--- src/verilog/root_port_pkg.sv ---
// Constants and types shared by the root hub port state logic.
package root_port_pkg;

  // ----------------------------------------------------------------
  // Port map
  // ----------------------------------------------------------------
  localparam int          PORT_COUNT    = 4;
  localparam int          ADDR_W        = 12;
  localparam logic [11:0] OFFSET_PORT1  = 12'h054;
  localparam logic [11:0] PORT_STRIDE   = 12'h004;

  // ----------------------------------------------------------------
  // Write action bits
  // ----------------------------------------------------------------
  localparam int BIT_CLR_ENABLE  = 0;
  localparam int BIT_SET_ENABLE  = 1;
  localparam int BIT_SET_SUSPEND = 2;
  localparam int BIT_CLR_SUSPEND = 3;

  // ----------------------------------------------------------------
  // Read status bits
  // ----------------------------------------------------------------
  localparam int BIT_ATTACH  = 0;
  localparam int BIT_ENABLED = 1;
  localparam int BIT_SUSPEND = 2;

  // ----------------------------------------------------------------
  // Reset values
  // ----------------------------------------------------------------
  localparam logic [31:0] RESET_RDATA = 32'h0000_0000;

  // ----------------------------------------------------------------
  // Carried types
  // ----------------------------------------------------------------
  typedef struct packed {
    logic suspended;
    logic resuming;
    logic enabled;
    logic attach_prev;
  } port_state_t;

  typedef struct packed {
    logic resume_start;
    logic upstream_wake;
    logic attach_change;
    logic enable_change;
  } port_events_t;

  typedef struct packed {
    logic [PORT_COUNT-1:0] overcurrent;
    logic [PORT_COUNT-1:0] power_off;
    logic [PORT_COUNT-1:0] bus_error;
    logic [PORT_COUNT-1:0] reset_change_flag;
    logic [PORT_COUNT-1:0] suspend_change_flag;
  } port_causes_t;

  localparam port_state_t  RESET_PORT  = '{default: 1'h0};
  localparam port_events_t RESET_EVENT = '{default: 1'h0};

endpackage : root_port_pkg

--- src/verilog/root_hub_port_state_control.sv ---
// Suspend, enable and connect state of the four root hub downstream ports.
//
// Contract
// - Clear-suspend write resumes only a suspended port.
// - Set-suspend sets suspend; resume end clears it.
// - Reset completion or bus resume clears suspend.
// - Suspend on disconnected port raises attach change.
// - Device wake on suspended port reaches controller.
// - Hardware enable clear also raises enable change.
// - Set/clear enable writes act; zeros ignored.
// - Reset or suspend completion sets enable.
// - Connect bit follows port, immune to writes.
// - Fixed devices always read as connected.
module root_hub_port_state_control
  import root_port_pkg::*;
(
  input  wire logic                  clk,                 // Core clock, 200 MHz.
  input  wire logic                  rst,                 // Asynchronous reset.
  input  wire logic                  reg_wr,              // Register write strobe.
  input  wire logic                  reg_rd,              // Register read strobe.
  input  wire logic [ADDR_W-1:0]     reg_addr,            // Register byte address.
  input  wire logic [31:0]           reg_wdata,           // Register write data.
  output logic      [31:0]           reg_rdata,           // Registered read data.
  input  wire logic [PORT_COUNT-1:0] attach_pin,          // Device present, raw pin.
  input  wire logic [PORT_COUNT-1:0] wake_pin,            // Device resume, raw pin.
  input  wire logic [PORT_COUNT-1:0] fixed_device_mask,   // Nonremovable device per port.
  input  wire port_causes_t          causes,              // Completion and fault events.
  input  wire logic                  hc_usb_resume,       // Controller enters bus resume.
  output logic      [PORT_COUNT-1:0] resume_start,        // Pulse: start resume signalling.
  output logic      [PORT_COUNT-1:0] upstream_wake,       // Pulse: device resume seen.
  output logic      [PORT_COUNT-1:0] attach_change_set,   // Pulse: raise attach change.
  output logic      [PORT_COUNT-1:0] enable_change_set,   // Pulse: raise enable change.
  output logic      [PORT_COUNT-1:0] suspend_state_flag,  // Port suspended.
  output logic      [PORT_COUNT-1:0] port_enabled_flag,   // Port enabled.
  output logic      [PORT_COUNT-1:0] attach_present_flag  // Port connected, registered.
);

  // ----------------------------------------------------------------
  // State
  // ----------------------------------------------------------------
  typedef struct packed {
    port_state_t  [PORT_COUNT-1:0] port;
    port_events_t [PORT_COUNT-1:0] evt;
    logic         [31:0]           rdata;
  } ctrl_state_t;

  ctrl_state_t st;
  ctrl_state_t next_st;

  logic [2*PORT_COUNT-1:0] pins_sync;
  logic [PORT_COUNT-1:0]   attach_eff;
  logic [PORT_COUNT-1:0]   wake_sync;
  logic [PORT_COUNT-1:0]   hit_wr;
  logic [PORT_COUNT-1:0]   hit_rd;
  logic [PORT_COUNT-1:0]   fault;

  port_pin_sync u_sync (
    .clk      (clk),
    .rst      (rst),
    .pin_in   ({wake_pin, attach_pin}),
    .pin_sync (pins_sync)
  );

  // ----------------------------------------------------------------
  // Address decode and connect level
  // ----------------------------------------------------------------
  genvar g;
  generate
    for (g = 0; g < PORT_COUNT; g++)
    begin : g_port
      localparam logic [11:0] PORT_ADDR = OFFSET_PORT1 + PORT_STRIDE * 12'(g);
      assign hit_wr[g]     = reg_wr && (reg_addr == PORT_ADDR);
      assign hit_rd[g]     = reg_rd && (reg_addr == PORT_ADDR);
      assign attach_eff[g] = pins_sync[g] | fixed_device_mask[g];
      assign wake_sync[g]  = pins_sync[PORT_COUNT + g];
      assign fault[g]      = causes.overcurrent[g] | causes.power_off[g]
                           | causes.bus_error[g] | ~attach_eff[g];
    end
  endgenerate

  // ----------------------------------------------------------------
  // Next state
  // ----------------------------------------------------------------
  always_comb
  begin
    next_st       = st;
    next_st.rdata = st.rdata;
    for (int i = 0; i < PORT_COUNT; i++)
    begin
      next_st.evt[i]              = RESET_EVENT;
      next_st.port[i].attach_prev = attach_eff[i];

      // Enable: software sets first, then completions, hardware clears win.
      if (hit_wr[i] && reg_wdata[BIT_SET_ENABLE])
      begin
        if (attach_eff[i])
          next_st.port[i].enabled = 1'h1;
        else
          next_st.evt[i].attach_change = 1'h1;
      end
      if (hit_wr[i] && reg_wdata[BIT_CLR_ENABLE])
        next_st.port[i].enabled = 1'h0;
      if ((causes.reset_change_flag[i] || causes.suspend_change_flag[i]) && attach_eff[i])
        next_st.port[i].enabled = 1'h1;
      if (fault[i])
      begin
        next_st.port[i].enabled = 1'h0;
        if (st.port[i].enabled)
          next_st.evt[i].enable_change = 1'h1;
      end

      // Suspend: set and resume requests, then clearing events.
      if (hit_wr[i] && reg_wdata[BIT_SET_SUSPEND])
      begin
        if (attach_eff[i])
          next_st.port[i].suspended = 1'h1;
        else
          next_st.evt[i].attach_change = 1'h1;
      end
      if (hit_wr[i] && reg_wdata[BIT_CLR_SUSPEND] && st.port[i].suspended
          && !st.port[i].resuming)
      begin
        next_st.port[i].resuming      = 1'h1;
        next_st.evt[i].resume_start   = 1'h1;
      end
      else if (wake_sync[i] && st.port[i].suspended && !st.port[i].resuming)
      begin
        next_st.port[i].resuming      = 1'h1;
        next_st.evt[i].upstream_wake  = 1'h1;
      end
      if (causes.suspend_change_flag[i])
      begin
        next_st.port[i].suspended = 1'h0;
        next_st.port[i].resuming  = 1'h0;
      end
      if (causes.reset_change_flag[i] || hc_usb_resume)
      begin
        next_st.port[i].suspended = 1'h0;
        next_st.port[i].resuming  = 1'h0;
      end
    end

    // Read data: connect bit is live and never written.
    if (reg_rd)
    begin
      next_st.rdata = RESET_RDATA;
      for (int i = 0; i < PORT_COUNT; i++)
      begin
        if (hit_rd[i])
        begin
          next_st.rdata[BIT_ATTACH]  = attach_eff[i];
          next_st.rdata[BIT_ENABLED] = st.port[i].enabled;
          next_st.rdata[BIT_SUSPEND] = st.port[i].suspended;
        end
      end
    end
  end

  always_ff @(posedge clk or posedge rst)
  begin
    if (rst)
    begin
      st.port  <= {PORT_COUNT{RESET_PORT}};
      st.evt   <= {PORT_COUNT{RESET_EVENT}};
      st.rdata <= RESET_RDATA;
    end
    else
      st <= next_st;
  end

  // ----------------------------------------------------------------
  // Outputs
  // ----------------------------------------------------------------
  assign reg_rdata = st.rdata;

  generate
    for (g = 0; g < PORT_COUNT; g++)
    begin : g_out
      assign resume_start[g]        = st.evt[g].resume_start;
      assign upstream_wake[g]       = st.evt[g].upstream_wake;
      assign attach_change_set[g]   = st.evt[g].attach_change;
      assign enable_change_set[g]   = st.evt[g].enable_change;
      assign suspend_state_flag[g]  = st.port[g].suspended;
      assign port_enabled_flag[g]   = st.port[g].enabled;
      assign attach_present_flag[g] = st.port[g].attach_prev;
    end
  endgenerate

  // ----------------------------------------------------------------
  // Assertions
  // ----------------------------------------------------------------
  generate
    for (g = 0; g < PORT_COUNT; g++)
    begin : g_chk
      logic clears;
      assign clears = causes.suspend_change_flag[g] | causes.reset_change_flag[g]
                    | hc_usb_resume;

      a_resume_needs_suspend: assert property (@(posedge clk) disable iff (rst)
        hit_wr[g] && reg_wdata[BIT_CLR_SUSPEND] && !st.port[g].suspended
        |=> !resume_start[g])
        else $error("resume started on a port that was not suspended");

      a_resume_start_cause: assert property (@(posedge clk) disable iff (rst)
        resume_start[g] |-> $past(hit_wr[g]) && $past(reg_wdata[BIT_CLR_SUSPEND]))
        else $error("resume pulse without a clear-suspend write");

      a_suspend_sets: assert property (@(posedge clk) disable iff (rst)
        hit_wr[g] && reg_wdata[BIT_SET_SUSPEND] && attach_eff[g] && !clears
        |=> suspend_state_flag[g])
        else $error("set-suspend write did not suspend a connected port");

      a_suspend_ends: assert property (@(posedge clk) disable iff (rst)
        causes.suspend_change_flag[g] |=> !suspend_state_flag[g] ##1 !resume_start[g])
        else $error("suspend survived the end of resume");

      a_suspend_reset_clr: assert property (@(posedge clk) disable iff (rst)
        causes.reset_change_flag[g] || hc_usb_resume |=> !suspend_state_flag[g])
        else $error("suspend survived reset completion or bus resume");

      a_suspend_detached: assert property (@(posedge clk) disable iff (rst)
        hit_wr[g] && reg_wdata[BIT_SET_SUSPEND] && !attach_eff[g]
        |=> attach_change_set[g] && !$rose(suspend_state_flag[g]))
        else $error("suspend on a disconnected port misbehaved");

      a_wake_propagates: assert property (@(posedge clk) disable iff (rst)
        wake_sync[g] && st.port[g].suspended && !st.port[g].resuming
        && !(hit_wr[g] && reg_wdata[BIT_CLR_SUSPEND])
        |=> upstream_wake[g])
        else $error("device resume was not propagated");

      a_enable_drop_flag: assert property (@(posedge clk) disable iff (rst)
        port_enabled_flag[g] && fault[g] |=> !port_enabled_flag[g] && enable_change_set[g])
        else $error("hardware disable without enable change");

      a_enable_clear_cmd: assert property (@(posedge clk) disable iff (rst)
        hit_wr[g] && reg_wdata[BIT_CLR_ENABLE] && !reg_wdata[BIT_SET_ENABLE]
        && !causes.reset_change_flag[g] && !causes.suspend_change_flag[g]
        |=> !port_enabled_flag[g])
        else $error("clear-enable write did not disable the port");

      a_enable_set_cmd: assert property (@(posedge clk) disable iff (rst)
        hit_wr[g] && reg_wdata[BIT_SET_ENABLE] && !reg_wdata[BIT_CLR_ENABLE] && !fault[g]
        |=> port_enabled_flag[g])
        else $error("set-enable write did not enable the port");

      a_enable_needs_attach: assert property (@(posedge clk) disable iff (rst)
        port_enabled_flag[g] |-> $past(attach_eff[g], 1))
        else $error("port enabled while disconnected");

      a_enable_on_done: assert property (@(posedge clk) disable iff (rst)
        (causes.reset_change_flag[g] || causes.suspend_change_flag[g]) && !fault[g]
        |=> port_enabled_flag[g])
        else $error("completion did not enable the port");

      a_attach_readback: assert property (@(posedge clk) disable iff (rst)
        hit_rd[g] |=> reg_rdata[BIT_ATTACH] == $past(attach_eff[g])
                      && (reg_rdata[BIT_ATTACH] || !$past(fixed_device_mask[g])))
        else $error("connect bit read back wrongly");

      a_resume_one_pulse: assert property (@(posedge clk) disable iff (rst)
        resume_start[g] |=> !resume_start[g])
        else $error("resume pulse lasted more than one cycle");

      a_wake_one_pulse: assert property (@(posedge clk) disable iff (rst)
        upstream_wake[g] |=> !upstream_wake[g])
        else $error("device resume reported more than once");

      a_suspend_only_cmd: assert property (@(posedge clk) disable iff (rst)
        !(hit_wr[g] && reg_wdata[BIT_SET_SUSPEND]) |=> !$rose(suspend_state_flag[g]))
        else $error("suspend set without a set-suspend write to this port");

      a_enable_quiet: assert property (@(posedge clk) disable iff (rst)
        !hit_wr[g] && !fault[g] && !causes.reset_change_flag[g]
        && !causes.suspend_change_flag[g] |=> $stable(port_enabled_flag[g]))
        else $error("enable changed without a cause on this port");

      a_enable_detached: assert property (@(posedge clk) disable iff (rst)
        hit_wr[g] && reg_wdata[BIT_SET_ENABLE] && !attach_eff[g]
        |=> attach_change_set[g] && !port_enabled_flag[g])
        else $error("enable write on a disconnected port misbehaved");

      a_fixed_connected: assert property (@(posedge clk) disable iff (rst)
        fixed_device_mask[g] |=> attach_present_flag[g])
        else $error("nonremovable port not shown as connected");

      c_done_enable: cover property (@(posedge clk) disable iff (rst)
        causes.reset_change_flag[g] ##1 port_enabled_flag[g]);
      c_resume: cover property (@(posedge clk) disable iff (rst)
        suspend_state_flag[g] ##1 resume_start[g]);
      c_wake: cover property (@(posedge clk) disable iff (rst) upstream_wake[g]);
      c_enable_drop: cover property (@(posedge clk) disable iff (rst) enable_change_set[g]);
      c_detached_cmd: cover property (@(posedge clk) disable iff (rst) attach_change_set[g]);
    end
  endgenerate

endmodule // root_hub_port_state_control

--- src/verilog/port_pin_sync.sv ---
// Two-stage synchroniser for the attach and wake pins of all ports.
module port_pin_sync
  import root_port_pkg::*;
(
  input  wire logic                    clk,      // Core clock.
  input  wire logic                    rst,      // Asynchronous reset.
  input  wire logic [2*PORT_COUNT-1:0] pin_in,   // Raw pin levels.
  output logic      [2*PORT_COUNT-1:0] pin_sync  // Synchronised levels.
);

  typedef struct packed {
    logic [2*PORT_COUNT-1:0] meta;
    logic [2*PORT_COUNT-1:0] sync;
  } sync_state_t;

  sync_state_t st;
  sync_state_t next_st;

  always_comb
  begin
    next_st.meta = pin_in;
    next_st.sync = st.meta;
  end

  always_ff @(posedge clk or posedge rst)
  begin
    if (rst)
      st <= '0;
    else
      st <= next_st;
  end

  assign pin_sync = st.sync;

endmodule // port_pin_sync

--- config.mk ---
export PLATFORM = sky130hd
export DESIGN_NAME = root_hub_port_state_control
export DESIGN_NICKNAME = d
export VERILOG_FILES = /design/src/verilog/root_port_pkg.sv /design/src/verilog/root_hub_port_state_control.sv /design/src/verilog/port_pin_sync.sv
export SDC_FILE = /design/constraint.sdc
export NUM_CORES = 1
export LEC_CHECK = 0
export BUFFER_PORTS_ARGS = -buffer_cell sky130_fd_sc_hd__buf_2
export CORE_ASPECT_RATIO = 0.8
export CORE_MARGIN = 2
export CORE_UTILIZATION = 45
export DETAILED_ROUTE_END_ITERATION = 6
export PLACE_DENSITY = 0.81
export SLEW_MARGIN = 5
export SYNTH_ARGS = -nofsm -noshare
export SYNTH_HDL_FRONTEND = slang
export SYNTH_SLANG_ARGS = --single-unit
--- constraint.sdc ---
create_clock -name clk -period 1.62 [get_ports clk]
set_input_delay 0.243 -clock clk [delete_from_list [all_inputs] [get_ports clk]]
set_output_delay 0.243 -clock clk [all_outputs]
set_load 0.02 [all_outputs]
## Word level (Yosys, flattened, before mapping)

Cells that the tools add are included.

- Equality and inequality tests: 4
- Multiplexer cells: 80
- Bitwise gates (word level): 20
- Reduce and logical (&&, ||, !) cells: 84

Operators by type and width:

| kind | count |
|---|---|
| 2-to-1 mux 1 bit | 68 |
| == test 12 x 7 -> 1 bit (second input constant) | 4 |
| nonzero test 4 bit | 12 |
| logical AND 1 bit | 44 |
| nonzero test 3 bit | 8 |
| 2-to-1 mux 2 bit | 8 |
| bitwise OR 1 bit | 16 |
| AND reduction 2 bit | 8 |
| 2-to-1 mux 3 bit | 4 |
| logical OR 1 bit | 8 |
| zero test 1 bit | 4 |
| inverter 1 bit | 4 |

- Register bits after elaboration: 51
- Bits of input ports: 81
- Output and inout bits: 60
- Word-level logic and storage cells: 223

## Longest topological paths before layout

- Depth in word-level cells: 8
- Gate-level depth with buffers: 5
- Depth with buffers taken out: 4

## Hierarchy

From an unflattened synthesis, not the netlist that was laid out.

- Cells, all modules: 240
- Area, all modules: 2615.0 um2

Modules (own cells, without submodules):

| module | times used | cells each | area an instance (um2) | sequential area each (um2) |
|---|---|---|---|---|
| root_hub_port_state_control | 1 | 223 | 2210.9 | 875.8 |
| port_pin_sync | 1 | 17 | 404.1 | 400.4 |

## Worst setup path after synthesis

OpenSTA, ideal clock, no wires.

- Path type: input port to flip-flop
- Start: in reg_addr[1]
- End: reg st, in the netlist port_enabled_flag[0]
- Setup time: 0.124 ns
- Arrival time: 1.435 ns
- Data required time: 1.496 ns
- Path slack: 0.061 ns
- Stages: 5
- Path buffers: 1
- Cell sequence: or4_4 -> buf_6 -> nor4b_4 -> a21oi_1 -> o31a_1

- Longest elaborated chain between the ends: 6
- Elaborated cells on any way between the ends: 10
- Those cells by class: 1 x eq/ne; 3 x mux; 6 x reduce/logical

RTL lines:

| item | RTL line | text |
|---|---|---|
| from (decl) | root_hub_port_state_control.sv:21 | `input wire logic [ADDR_W-1:0] reg_addr,` |
| == test 12 x 7 -> 1 bit (*) | root_hub_port_state_control.sv:72 | `assign hit_wr[g] = reg_wr && (reg_addr == PORT_ADDR);` |
| logical AND 1 bit (*) | root_hub_port_state_control.sv:72 |  |
| logical AND 1 bit | root_hub_port_state_control.sv:101 | `if (hit_wr[i] && reg_wdata[BIT_CLR_ENABLE])` |
| 2-to-1 mux 1 bit | root_hub_port_state_control.sv:101 |  |
| 2-to-1 mux 1 bit | root_hub_port_state_control.sv:103 | `if ((causes.reset_change_flag[i] \|\| causes.suspend_change_flag[i]) && attach_eff[i])` |
| 2-to-1 mux 1 bit | root_hub_port_state_control.sv:105 | `if (fault[i])` |
| to (signal assigned) | root_hub_port_state_control.sv:168 | `st <= next_st;` |
| to (decl) | root_hub_port_state_control.sv:47 | `ctrl_state_t st;` |

Mark *: on every way between the ends. The rest lies on a longest branch, timed or not.
A chain may end at the register's enable or synchronous reset.

## Worst setup path after layout

- Start: in reg_addr[9]
- End: reg st, in the netlist port_enabled_flag[3]

The elaborated chain is that of the path after synthesis.

==> summary.txt <==
Status
  – Outcome: finished clean

Timing
  – Period utilization: 88.86%
  – RSZ-0062 raised after global routing: no
  – Final worst slack: 0.1804 ns
  – Endpoints failing hold: 0
  – Layout Skew: 0.004457 ns
  – Setup violators final: 0
  – Max Freq: 0.6947 GHz
  – Final Max Slew Viols: 0
  – Min cycle time layout: 1.440 ns

Place
  – Post-DP HPWL: 4.351 mm
  – Pre-CTS setup slack: -0.1385 ns
  – Placed instance area: 0.002836 mm^2
  – IO Port Bufs: 83
  – Gpl congestion: 0.9168

Synth
  – Dominant synthesized flop cell: dfrtp_1
  – Xor/xnor share of the synthesized area: 0%
  – Largest family of logic cells by synthesized area: simple AND/OR/NAND/NOR gates
  – Area contributors post-synth: dfrtp_1 49%, buf_4 17%, nor3_1 2.3%, and4b_1 1.9%, nor2b_1 1.9%
  – Post-synthesis simple-gate area fraction: 22.67%
  – EDFF count, synth: 0
  – Sequential area share after synthesis: 49.20%
  – Synthesized area: 0.002594 mm^2
  – Syn_area_per_cell: 10.81 um^2
  – Synth Area in Compound Gates: 8.394%
  – Post-synthesis mux area share: 0%
  – Yosys reg bits: 51
  – Synth unique cells: 52
  – YS warnings: 0
  – Top cell type by total area after synthesis: dfrtp_1
  – Post-Synth Adder-Cell Area: 0%
  – Syn Inst Count: 240
  – Async SR Flop Fraction: 100.0%
  – Share of the synthesized area in the top cell type: 49.20%

Global routing
  – Vias in the first global route: 1776
  – Initial antenna violation count: 0
  – Gr usage total: 18.12%
  – First-pass GRT wire length: 8.700 mm
  – Largest net degree at the start of global routing: 52
  – GRT overflow: 0

Floorplan
  – Total die area: 0.006391 mm^2
  – I/O pin count: 141
  – Die height: 71.91 um
  – Initial core utilization: 47.20%
  – FP Rows: 24
  – Core Footprint: 0.005495 mm^2
  – DIE WIDTH: 88.88 um

Critical path
  – Required @ worst endpoint: 1.80 ns
  – Worst Path Arrival: 1.62 ns
  – R2R Path End: reg_rdata[0]$_DFFE_PP0P_
  – Crit Path Max Fanout: 5
  – Crit-path cells: buf_2 -> or4b_4 -> nor4_4 -> and3_2 -> nor3_2
  – Reg-to-reg slack, setup: 0.42 ns
  – CP bufs+invs: 1
  – Worst path depth: 5
  – Critical Path Max Stage Delay: 0.62 ns
  – Crit path max-delay family: simple AND/OR/NAND/NOR gates
  – Critical Path Source Type: input port
  – Worst R2R Start: u_sync.pin_sync[0]$_DFF_PP0_
  – Crit path from: reg_addr[9]
  – Crit. End Element: flip-flop
  – CP max stage cell: or4b_4
  – Critical path endpoint: port_enabled_flag[3]$_DFFE_PP0P_
  – Worst Reg-to-Reg Cells: 4
  – WS Path Type: input port to flip-flop

Route
  – Vias per cell: 4.909
  – Post-Route WL: 5.627 mm
  – Post-DR wirelength/cell: 14.69 um
  – Post-route antenna net violation count: 0
  – DRC violation count after routing: 0
  – First-pass iteration count of the detailed router: 4
  – Vias: 1880
  – Initial drt markers: 72

Cells and area
  – Antenna diode count: 0
  – Final core utilization: 53.60%
  – Area Overhead vs Synth: 13.56%
  – # nets final: 385
  – Share of cells above drive strength 1: 40.00%
  – Most frequent cells in the layout: 83 x buf_2, 51 x dfrtp_1, 29 x conb_1
  – Final instance area: 0.002945 mm^2
  – Most common cell after layout, fill and taps aside: buf_2

Min path
  – Worst Min Path Start: attach_pin[0]
  – Min-Delay Path Class: input port to flip-flop

Clock tree
  – CTS sink cnt: 51
  – Hold-fix buffers, CTS: 1
  – Max Root-Sink Buffers: 2
  – # Post-CTS Setup Buffers: 0
  – CTS buffer count: 5
  – Clock-pin slew on the worst setup and hold paths: 0.09 ns
  – H-tree levels: 2
  – CTS root buffer: clkbuf_8
  – Worst-Skew Late Latency: 0.30 ns
  – Cts repair resizes: 0
  – CTS tree: done

Power
  – Overall power: 2.388 mW
  – Maximum VDD drop: 0.0004778 V
  – Leak: 1.472 nW
  – PwrDens: 810.9 mW/mm^2

Flow run
  – Max cap viols: 0
## power by group
group | switching (mW) | internal (mW)
Combinational | 0.204 | 0.109
Clock | 0.412 | 0.349
Sequential | 0.0118 | 1.30
## cell usage after synthesis (3+ instances only)
library cell	count
and2_1	4
nor2b_1	8
a22oi_1	3
clkbuf_1	6
o21ai_0	5
nor3_1	12
a31oi_1	4
nor2_1	12
nor4_1	3
or2_2	3
buf_4	60
nor3b_1	5
a21oi_1	6
inv_1	4
and4b_1	5
nand3_1	4
dfrtp_1	51
nand4_1	4
## how the worst min path moves through the flow
stage	endpoint	slack, ns	cells past startpoint
after floorplan	u_sync.next_st[0]$_DFF_PP0_	0.27	0
after global placement	u_sync.next_st[3]$_DFF_PP0_	0.30	3
after detailed placement	u_sync.next_st[3]$_DFF_PP0_	0.30	3
after CTS	u_sync.next_st[0]$_DFF_PP0_	0.03	1
after global routing	u_sync.next_st[0]$_DFF_PP0_	0.02	1
final	u_sync.next_st[0]$_DFF_PP0_	0.04	1
## worst register-to-register path: stages, from the launching register on
cell and delay [ns]:
dfrtp_1 0.38, or2_2 0.34, a21oi_1 0.16, a31o_2 0.13, o31ai_2 0.06
## final cells by class
class / count / area, um^2
Clock buffer: 6 / 82.58
Clock inverter: 2 / 16.27
Fill cell: 502 / 2550
Inverter: 4 / 15.01
Multi-Input combinational cell: 144 / 914.6
Sequential cell: 51 / 1276
Tap cell: 78 / 97.59
Timing Repair Buffer: 98 / 543.0
## routing by layer
metal,routed length [um],vias up,GRT usage [%]
met5,0,-,0
met4,75,0,5.219
met3,552,7,5.119
met2,2536,93,27.03
met1,2463,894,25.93
li1,-,886,-
## cells by family after synthesis
kind of cell    count (synthesis)
compound gates                 32
flops                          51
other cells                     1
buf+inv                        73
simple gates                   83
## through the flow
step | hold slack [ns] | std cells | TNS [ns]
6_report | 0.04000 | 383 | 0
5_1_grt | 0.01688 | 383 | 0
4_1_cts | 0.02957 | 383 | 0
3_5_place_dp | 0.3035 | 374 | -0.7476
3_3_place_gp | 0.2999 | 374 | -0.3947
2_1_floorplan | 0.2744 | 268 | 0
Note: power is estimated with default switching activity, not from simulation.
